`src/shared/mrs_pkg.sv`:
```
// Package for the fifth/sixth mode-register block of the DRAM device.
// Assumes one clock (mclk) and command pins sampled on its rising edge.
`default_nettype none
package mrs_pkg;
   // ==========================================================
   // Command pins covered by the check bit
   typedef struct packed {
      logic        act_n;
      logic        ras_n;
      logic        cas_n;
      logic        we_n;
      logic [1:0]  bg;
      logic [1:0]  ba;
      logic        a17;
      logic [13:0] a;
   } mrs_cmd_s;

   typedef struct packed {
      logic     valid;
      logic     par_ok;
      mrs_cmd_s cmd;
   } mrs_stage_s;

   // ==========================================================
   // Mode-register select codes and layout
   localparam logic [2:0] SEL_MR5       = 3'h5;
   localparam logic [2:0] SEL_MR6       = 3'h6;
   localparam int         MR_W          = 22;
   localparam logic [21:0] MR5_RESET    = 22'h000000;
   localparam logic [21:0] MR6_RESET    = 22'h000000;

   // Fifth register fields
   localparam int MR5_RDBI_BIT    = 12;
   localparam int MR5_WDBI_BIT    = 11;
   localparam int MR5_DM_BIT      = 10;
   localparam int MR5_PERSIST_BIT = 9;
   localparam int MR5_PARK_LSB    = 6;
   localparam int MR5_ODTBUF_BIT  = 5;
   localparam int MR5_PARERR_BIT  = 4;
   localparam int MR5_CRCERR_BIT  = 3;
   localparam int MR5_PL_LSB      = 0;

   // Sixth register fields
   localparam int MR6_RATE_LSB    = 10;
   localparam int MR6_VREF_EN_BIT = 7;
   localparam int MR6_RANGE_BIT   = 6;
   localparam int MR6_VALUE_LSB   = 0;
   localparam logic [2:0] RATE_MAX_CODE   = 3'h4;
   localparam logic [5:0] VREF_STEP_COUNT = 6'h32;

   // Check-bit latency codes and their clock counts
   localparam logic [2:0] PL_OFF   = 3'h0;
   localparam logic [2:0] PL_4     = 3'h1;
   localparam logic [2:0] PL_5     = 3'h2;
   localparam logic [2:0] PL_6     = 3'h3;
   localparam logic [2:0] PL_4_CYC = 3'h4;
   localparam logic [2:0] PL_5_CYC = 3'h5;
   localparam logic [2:0] PL_6_CYC = 3'h6;
   localparam int         PIPE_D   = 7;
endpackage : mrs_pkg
`default_nettype wire

```
`src/verilog/mrs_parity_check.sv`:
```
// Even-parity check of one sampled command against its check bit.
// Assumes the struct holds exactly the covered pins.
`default_nettype none
module mrs_parity_check (
   // Sampled command
   input  wire mrs_pkg::mrs_cmd_s cmd,
   input  wire logic              par,
   // Result
   output logic                   ok
);
   // Clock enable, termination and select pins are not in the struct
   assign ok = ~(^{cmd, par});
endmodule : mrs_parity_check
`default_nettype wire

```
`src/verilog/mrs_mode_regs.sv`:
```
// Fifth and sixth mode registers with check-bit latency and error flags.
// Assumes the controller drives pins synchronous to mclk; crc_error and
// power_down come from the CRC and power-down logic elsewhere in the device.
`default_nettype none
// Operation
// - Buffer off in power-down: ignore pin, no nominal, parked may apply.
// - Parity error sets flag; stays set until a register write clears it.
// - Write CRC error sets flag; stays set until a register write clears it.
// - Parity checking off by default, on only with nonzero latency.
// - With checking on, a command executes only if its parity is good.
// - Parity covers command lines and whole address incl. bank, group.
// - Clock enable, termination and select pins excluded from parity.
// - Sixth register loaded by register-set with select field 110.
// - Bits 12:10 select data-rate band; codes 101 to 111 reserved.
// - Bit 7 training enable, bit 6 range, bits 5:0 step value.
// - Latency code 0 off, 1..3 give four to six clocks, rest reserved.
// - Without persistent mode checking pauses while parity flag set.
// - Fifth register bit 4 parity flag, bit 3 CRC flag.
// - Fifth register bit 5 keeps buffer on at 0, off at 1.
module mrs_mode_regs (
   // Clock and reset
   input  wire logic              mclk,
   input  wire logic              rst,
   // Command and address pins
   input  wire logic              cke,
   input  wire logic              cs_n,
   input  wire mrs_pkg::mrs_cmd_s cmd,
   input  wire logic              par,
   // Termination and power state
   input  wire logic              odt,
   input  wire logic              power_down,
   // Write CRC checker result
   input  wire logic              crc_error,
   // Executed command
   output mrs_pkg::mrs_cmd_s      exec_cmd_q,
   output logic                   exec_valid_q,
   output logic                   par_error_q,
   // Register contents
   output logic [21:0]            mode_register_five_q,
   output logic [21:0]            mode_register_six_q,
   // Decoded settings
   output logic                   nominal_termination_q,
   output logic                   parked_termination_q,
   output logic [2:0]             rate_band_q,
   output logic                   rate_reserved_q,
   output logic                   vref_train_en_q,
   output logic                   vref_range_q,
   output logic [5:0]             data_input_reference_level_q,
   output logic                   vref_value_valid_q
);
   // ==========================================================
   // Sampling and latency pipeline
   mrs_pkg::mrs_stage_s pipe_q [mrs_pkg::PIPE_D];
   mrs_pkg::mrs_stage_s tap;
   logic                par_ok;
   logic [2:0]          lat_cyc;
   logic                check_on;
   logic                is_mrs;
   logic [21:0]         mrs_word;
   logic [2:0]          mrs_sel;
   logic                par_fail;
   logic                do_exec;

   mrs_parity_check u_check (
      .cmd (cmd),
      .par (par),
      .ok  (par_ok)
   );

   // Reserved latency codes behave as disabled
   always_comb begin
      case (mode_register_five_q[mrs_pkg::MR5_PL_LSB +: 3])
         mrs_pkg::PL_4: lat_cyc = mrs_pkg::PL_4_CYC;
         mrs_pkg::PL_5: lat_cyc = mrs_pkg::PL_5_CYC;
         mrs_pkg::PL_6: lat_cyc = mrs_pkg::PL_6_CYC;
         default:       lat_cyc = 3'h0;
      endcase
   end

   // Checking needs a latency; flag pauses it unless persistent
   assign check_on = (lat_cyc != 3'h0) &&
                     (!mode_register_five_q[mrs_pkg::MR5_PARERR_BIT] ||
                      mode_register_five_q[mrs_pkg::MR5_PERSIST_BIT]);

   // Stage 0 holds the newest command; deselected cycles carry no command
   always_ff @(posedge mclk) begin
      if (rst) begin
         for (int i = 0; i < mrs_pkg::PIPE_D; i++) begin
            pipe_q[i] <= '0;
         end
      end else begin
         pipe_q[0].valid  <= cke & ~cs_n;
         pipe_q[0].par_ok <= par_ok;
         pipe_q[0].cmd    <= cmd;
         for (int i = 1; i < mrs_pkg::PIPE_D; i++) begin
            pipe_q[i] <= pipe_q[i-1];
            // Tapped command is spent, so a longer latency cannot rerun it
            if (i - 1 == int'(lat_cyc)) begin
               pipe_q[i].valid <= 1'b0;
            end
         end
      end
   end

   // Latency change mid-flight may still skip a queued command;
   // controller is expected to idle around such a write
   assign tap      = pipe_q[lat_cyc];
   assign par_fail = tap.valid && check_on && !tap.par_ok;
   assign do_exec  = tap.valid && !par_fail;

   // ==========================================================
   // Register-set decode
   assign is_mrs = do_exec && tap.cmd.act_n &&
                   !tap.cmd.ras_n && !tap.cmd.cas_n && !tap.cmd.we_n;
   assign mrs_word = {tap.cmd.bg, tap.cmd.ba, tap.cmd.a17, 3'h0, tap.cmd.a};
   assign mrs_sel  = mrs_word[20:18];

   always_ff @(posedge mclk) begin
      if (rst) begin
         exec_valid_q <= 1'b0;
         exec_cmd_q   <= '0;
         par_error_q  <= 1'b0;
      end else begin
         exec_valid_q <= do_exec;
         exec_cmd_q   <= tap.cmd;
         par_error_q  <= par_fail;
      end
   end

   // ==========================================================
   // Fifth register; writing 0 clears a flag, a new error wins
   always_ff @(posedge mclk) begin
      if (rst) begin
         mode_register_five_q <= mrs_pkg::MR5_RESET;
      end else begin
         if (is_mrs && mrs_sel == mrs_pkg::SEL_MR5) begin
            mode_register_five_q <= mrs_word;
            mode_register_five_q[mrs_pkg::MR5_PARERR_BIT] <=
               mode_register_five_q[mrs_pkg::MR5_PARERR_BIT] & mrs_word[mrs_pkg::MR5_PARERR_BIT];
            mode_register_five_q[mrs_pkg::MR5_CRCERR_BIT] <=
               mode_register_five_q[mrs_pkg::MR5_CRCERR_BIT] & mrs_word[mrs_pkg::MR5_CRCERR_BIT];
         end
         if (par_fail) begin
            mode_register_five_q[mrs_pkg::MR5_PARERR_BIT] <= 1'b1;
         end
         if (crc_error) begin
            mode_register_five_q[mrs_pkg::MR5_CRCERR_BIT] <= 1'b1;
         end
      end
   end

   // ==========================================================
   // Sixth register; stored whole, reserved bits kept as written
   always_ff @(posedge mclk) begin
      if (rst) begin
         mode_register_six_q <= mrs_pkg::MR6_RESET;
      end else if (is_mrs && mrs_sel == mrs_pkg::SEL_MR6) begin
         mode_register_six_q <= mrs_word;
      end
   end

   // ==========================================================
   // Decoded rate band, registered so every output is a flop
   // Reserved codes are flagged, not corrected; the controller owns the rate
   always_ff @(posedge mclk) begin
      if (rst) begin
         rate_band_q     <= 3'h0;
         rate_reserved_q <= 1'b0;
      end else begin
         rate_band_q     <= mode_register_six_q[mrs_pkg::MR6_RATE_LSB +: 3];
         rate_reserved_q <= mode_register_six_q[mrs_pkg::MR6_RATE_LSB +: 3] > mrs_pkg::RATE_MAX_CODE;
      end
   end

   // ==========================================================
   // Decoded reference-level training settings
   // Steps from fifty upward are flagged as out of range
   always_ff @(posedge mclk) begin
      if (rst) begin
         vref_train_en_q              <= 1'b0;
         vref_range_q                 <= 1'b0;
         data_input_reference_level_q <= 6'h00;
         vref_value_valid_q           <= 1'b1;
      end else begin
         vref_train_en_q <= mode_register_six_q[mrs_pkg::MR6_VREF_EN_BIT];
         vref_range_q    <= mode_register_six_q[mrs_pkg::MR6_RANGE_BIT];
         data_input_reference_level_q <= mode_register_six_q[mrs_pkg::MR6_VALUE_LSB +: 6];
         vref_value_valid_q <=
            mode_register_six_q[mrs_pkg::MR6_VALUE_LSB +: 6] < mrs_pkg::VREF_STEP_COUNT;
      end
   end

   // ==========================================================
   // Nominal termination: pin is ignored when buffer is off in power-down
   always_ff @(posedge mclk) begin
      if (rst) begin
         nominal_termination_q <= 1'b0;
      end else if (power_down && mode_register_five_q[mrs_pkg::MR5_ODTBUF_BIT]) begin
         nominal_termination_q <= 1'b0;
      end else begin
         nominal_termination_q <= odt;
      end
   end

   // ==========================================================
   // Parked termination: only with a nonzero parked code
   always_ff @(posedge mclk) begin
      if (rst) begin
         parked_termination_q <= 1'b0;
      end else if (power_down && mode_register_five_q[mrs_pkg::MR5_ODTBUF_BIT]) begin
         parked_termination_q <= mode_register_five_q[mrs_pkg::MR5_PARK_LSB +: 3] != 3'h0;
      end else begin
         parked_termination_q <= !odt && mode_register_five_q[mrs_pkg::MR5_PARK_LSB +: 3] != 3'h0;
      end
   end
endmodule : mrs_mode_regs
`default_nettype wire

```
`config.mk`:
```
export PLATFORM = sky130hd
export DESIGN_NAME = mrs_mode_regs
export DESIGN_NICKNAME = d
export VERILOG_FILES = /design/src/shared/mrs_pkg.sv /design/src/verilog/mrs_parity_check.sv /design/src/verilog/mrs_mode_regs.sv
export SDC_FILE = /design/constraint.sdc
export NUM_CORES = 1
export LEC_CHECK = 0
export BUFFER_PORTS_ARGS = -buffer_cell sky130_fd_sc_hd__clkbuf_2
export CAP_MARGIN = 30
export CORE_MARGIN = 2
export CORE_UTILIZATION = 40
export DETAILED_ROUTE_END_ITERATION = 6
export SLEW_MARGIN = 30
export SYNTH_ARGS = -nofsm -noshare
export SYNTH_HDL_FRONTEND = slang
export SYNTH_SLANG_ARGS = --single-unit
```
`constraint.sdc`:
```
create_clock -name mclk -period 3.1 [get_ports mclk]
set_input_delay 0.31 -clock mclk [delete_from_list [all_inputs] [get_ports mclk]]
set_output_delay 0.31 -clock mclk [all_outputs]
set_load 0.02 [all_outputs]
```
; Yosys cells after proc, flatten, opt, wreduce, memory -nomap -nowiden
; Memory sizes are Yosys's and may differ from the RTL's.
; Index checks and enable logic that the tools add are counted.
; W data, S select, Z words.
[classes]
n_lt_le_gt_ge = 2
n_eq_ne = 10
mux = 41
bitwise = 20
reduce_logical = 27
[op_table]
columns = cell, n
row1 = $mux W25, 6
row2 = $mux W1, 32
row3 = $reduce_xor A24 Y1, 1
row4 = $mux W23, 1
row5 = $or A1 B1 Y1, 15
row6 = $eq A3 B3 Y1 const A, 4
row7 = $logic_and A1 B1 Y1, 12
row8 = $pmux W3 S3, 1
row9 = $logic_not A1 Y1, 7
row10 = $eq A3 B2 Y1 const B, 2
row11 = $eq A3 B3 Y1 const B, 2
row12 = $lt A6 B6 Y1 const B, 1
row13 = $reduce_bool A3 Y1, 2
row14 = $mux W5, 1
row15 = $reduce_bool A2 Y1, 2
row16 = $and A1 B1 Y1, 3
row17 = $eq A2 B3 Y1 const A, 1
row18 = $eq A3 B1 Y1 const B, 1
row19 = $gt A3 B3 Y1 const B, 1
row20 = $logic_not A3 Y1, 1
row21 = $not A1 Y1, 2
row22 = $reduce_or A2 Y1, 1
row23 = $logic_or A1 B1 Y1, 1
[totals]
regBits = 78
ramBits = 175
inputBits = 31
wordCells = 123
n_memories = 1
[memory_table]
columns = name, words, word_bits, read_ports, rd_ports_with_merged_regs, wr, line_no
row1 = pipe_q, 7, 25, 7, 0, 7, mrs_mode_regs.sv:53  ; mrs_pkg::mrs_stage_s pipe_q [mrs_pkg::PIPE_D];

; Depth between registers and ports, before layout
[logic_depth]
depth_word = 15
ltp_mapped = 9
ltp_nobuf = 6

; Modules after synthesis
; A second synthesis with hierarchy kept.
[hier_totals]
cells_unflattened = 727
hier_area_um2 = 8237.9
[modules_own_cells]
columns = module, instances, cells_per_inst, area_each_um2, seq_area_each_um2
row1 = mrs_mode_regs, 1, 705, 8031.5, 5104.9
row2 = mrs_parity_check, 1, 22, 206.4, 0.0

; Worst setup path after synthesis
; No wires, ideal clock.
[synth_path]
path_type = flip-flop to flip-flop
startpoint = register mode_register_five_q[1]
endpoint = register mode_register_six_q[11]
setup_time_ns = 0.121
arrival_time_ns = 2.515
required_time_ns = 2.979
path_slack_ns = 0.463
path_stages_with_launch = 9
path_buffers = 2
synth_period_minus_slack_ns = 2.637
cell_sequence = dfxtp_1 -> buf_6 -> mux2_1 -> o32ai_2 -> a21oi_1 -> a2111oi_4 -> nand4_4 -> buf_6 -> mux2_4
[synth_via]
elab_chain_cells = 13
elab_cells_between_ends = 21
[synth_lines]
columns = item, line_no
row1 = "start, declared", mrs_mode_regs.sv:39  ; output logic [21:0] mode_register_five_q,
row2 = "start signal, assigned", mrs_mode_regs.sv:134  ; mode_register_five_q <= mrs_pkg::MR5_RESET;
row3 = "start signal, assigned", mrs_mode_regs.sv:137  ; mode_register_five_q <= mrs_word;
row4 = "start signal, assigned by index", mrs_mode_regs.sv:138  ; mode_register_five_q[mrs_pkg::MR5_PARERR_BIT] <=
row5 = $eq A3 B2 Y1 or $eq A3 B1 Y1 (tied branches), mrs_mode_regs.sv:72  ; case (mode_register_five_q[mrs_pkg::MR5_PL_LSB +: 3])
row6 = $pmux W3 S3 *, mrs_mode_regs.sv:72
row7 = branches (longest 11 deep; another with $mem_v2 Z7 W25), --
row8 = "end signal, assigned", mrs_mode_regs.sv:156  ; mode_register_six_q <= mrs_pkg::MR6_RESET;
row9 = "end signal, assigned", mrs_mode_regs.sv:158  ; mode_register_six_q <= mrs_word;
row10 = "end, declared", mrs_mode_regs.sv:40  ; output logic [21:0] mode_register_six_q,
; Every way passes the cells marked *.
; A chain may end at the register's enable or synchronous reset.

; Worst setup path in the final report
; Ends and elaborated chain as after synthesis.

==> qor.yml <==
placed_design:
  gp_congestion: 0.832
  place_hpwl_um: 10800
  place_ws_ns: 0.174
  portBuffers: 108
timing:
  hold_violations: 0
  worstMarginPinSlew_ns: 0.828
  rsz0062_at_grt: "false"
  setup_slack_ns: 0.188
  setup_viol_count_final: 0
  slew_viol_final: 0
  post-route-period-util: 0.940
  hold_ws_ns: 0.0338
  maxSlewHeadroom: 0.448
  period_needed_ns: 2.91
  fmax_mhz: 343
  finClkSkew_ns: 0.0126
  tns_ns: 0
die:
  die_w_um: 147
  rows: 52
  dieArea_um2: 21700
  ios: 115
  start_util: 0.406
  die_h_um: 147
  core_um2: 20200
detailed_routing:
  wl_met3_um: 740
  vias_per_cell: 4.46
  wl_per_cell_um: 14.1
  vias: 5027
  finalWirelength_um: 15900
  drt_iter0_markers: 166
  ant_nets: 0
  highest_layer: "met4"
  dr.pass1.iters: 4
  drc: 0
  met1Wirelength_um: 8070
  wl_met2_um: 6770
synth:
  synthCells: 727
  synth.top_cell.area_share: 0.606
  synth.yosys.seq_area_share: 0.621
  yosys-top-cells-count: "249 x dfxtp_1, 187 x nor2b_1, 37 x mux2i_1, 29 x nor2_1, 28 x clkbuf_1"
  synth.most_common_cell: "dfxtp_1"
  ys_warn_count: 0
  synth_cell_types: 49
  yosys.area.top_type: "dfxtp_1"
  netlist_top_cells_area: "dfxtp_1 61%, nor2b_1 14%, mux2i_1 4.5%"
  yosys_most_used_dff: "dfxtp_1"
  synth-async-reset-ratio: 0
  netlist_area_um2: 8220
  syn_area_per_cell_um2: 11.3
  ys_seq_elements: 253
  synth-edff-count: 4
layout:
  area_growth_pct: 19.2
  layout-drive-gt1-share: 0.216
  finish.utilization: 0.485
  antennaDiodeCount: 0
  nets: 870
pwr:
  ir_drop_mv: 0.327
  power_mw: 6.48
  leakage_nw: 4.24
  power_density_nw_per_um2: 661
grt:
  grt_pass1_vias: 4656
  gr-total-overflow: 0
  grt_use_total: 0.144
  grt_pass1_wl_um: 25000
  antenna_found_initial: 0
  grt_max_degree: 112
critical_path:
  crit_arrival_ns: 3.31
  required_ns: 3.49
  crit_path_end_kind: "flop"
  startpoint_type: "flop"
  critPathMaxFanout: 19
  crit_type: "reg2reg"
clock_network:
  numCtsBuffers: 25
  clk_path_buf_depth: 3
  clkLatencyLatePin_ns: 0.52
  cts-root-buf: "clkbuf_16"
  clkSlewWorstSetupHoldPaths_ns: 0.06
  clock_sinks: 253
  cts_tree: "built"
  htreeDepth: 1
  post_cts_buffers: 0
job:
  cap_violations: 0
min_path:
  hold_class: "in2reg"
status:
  status: "finished clean"
==> cell families (layout without fill, tap and decap cells) <==
family | after synthesis | after routing | share of synthesized area
AND/OR/NAND/NOR | 256 | 256 | 0.180
flip-flops | 253 | 253 | 0.621
AO/OA/AOI/OAI | 69 | 69 | 0.0656
buffers and inverters | 68 | 189 | 0.0370
multiplexers | 56 | 56 | 0.0715
XOR/XNOR | 23 | 23 | 0.0245
other | 2 | 10 | 0.000913
==> final cells by class <==
cell class | instances | area [um2]
Sequential cell | 253 | 5110
Multi-Input combinational cell | 414 | 2840
Clock inverter | 6 | 61.3
Timing Repair Buffer | 123 | 668
Clock buffer | 38 | 704
Inverter | 22 | 82.6
Fill cell | 1899 | 10400
Tap cell | 270 | 338
==> power by group <==
part	internal [mW]	total, mW	leakage, nW	switching (mW)
logic	0.123	0.289	1.80	0.166
clock network	1.65	2.82	0.372	1.18
registers	3.34	3.37	2.07	0.0305
total	5.10	6.48	4.24	1.37
==> per-stage QoR <==
stage               cells  instance area, um2
floorplan             735                8250
global placement     1080                9010
detailed placement   1080                9020
CTS                  1126                9800
global route         1126                9810
finish               1126                9810
==> registers in the layout, summed over array words and instances (netlist names) <==
signal,flops
rate_reserved_q,1
mode_register_six_q,19
nominal_termination_q,1
exec_valid_q,1
parked_termination_q,1
pipe_q,175
mode_register_five_q,19
rate_band_q,3
vref_range_q,1
vref_train_en_q,1
par_error_q,1
vref_value_valid_q,1
exec_cmd_q,23
data_input_reference_level_q,6
==> worst paths after layout <==
check | endpoint | depth (start not counted) | start | slack, ns
worst max-delay path | mode_register_six_q[11] | 7 | mode_register_five_q[1] | 0.19
worst min-delay path | nominal_termination_q | 3 | odt | 0.03
worst min register to register | pipe_q[4][22] | 1 | pipe_q[3][22] | 0.43
worst max register to register | mode_register_six_q[11] | 7 | mode_register_five_q[1] | 0.19
==> cells in the final DEF, fill, tap and decap left out, drive strengths merged, types with 10 or more instances in the layout <==
cell type and count:
a21oi 25, buf 14, clkbuf 145, conb 10, dfxtp 249, inv 22
mux2 19, mux2i 37, nand2 28, nor2 29, nor2b 187, o221ai 12
xnor2 20
==> worst max-delay path: stages (launching register included) <==
cell and delay [ns]:
dfxtp_2 0.37, buf_4 0.24, nand2b_1 0.18, o32ai_2 0.31, o22ai_1 0.17, a2111oi_4 0.60
nand4_4 0.45, mux2_4 0.45
==> what timing repair did <==
item	in CTS	in global routing
hold endpoints to repair	2	0
hold buffers	2	0
setup endpoints to repair	0	7
gates resized for setup	0	1
==> routing by layer <==
metal / vias to the layer above / track usage
met5: - / 0
met4: 0 / 0.0418
met3: 23 / 0.0272
met2: 132 / 0.221
met1: 2301 / 0.208
li1: 2571 / -
No activity file was read; power rests on OpenSTA's default activity.
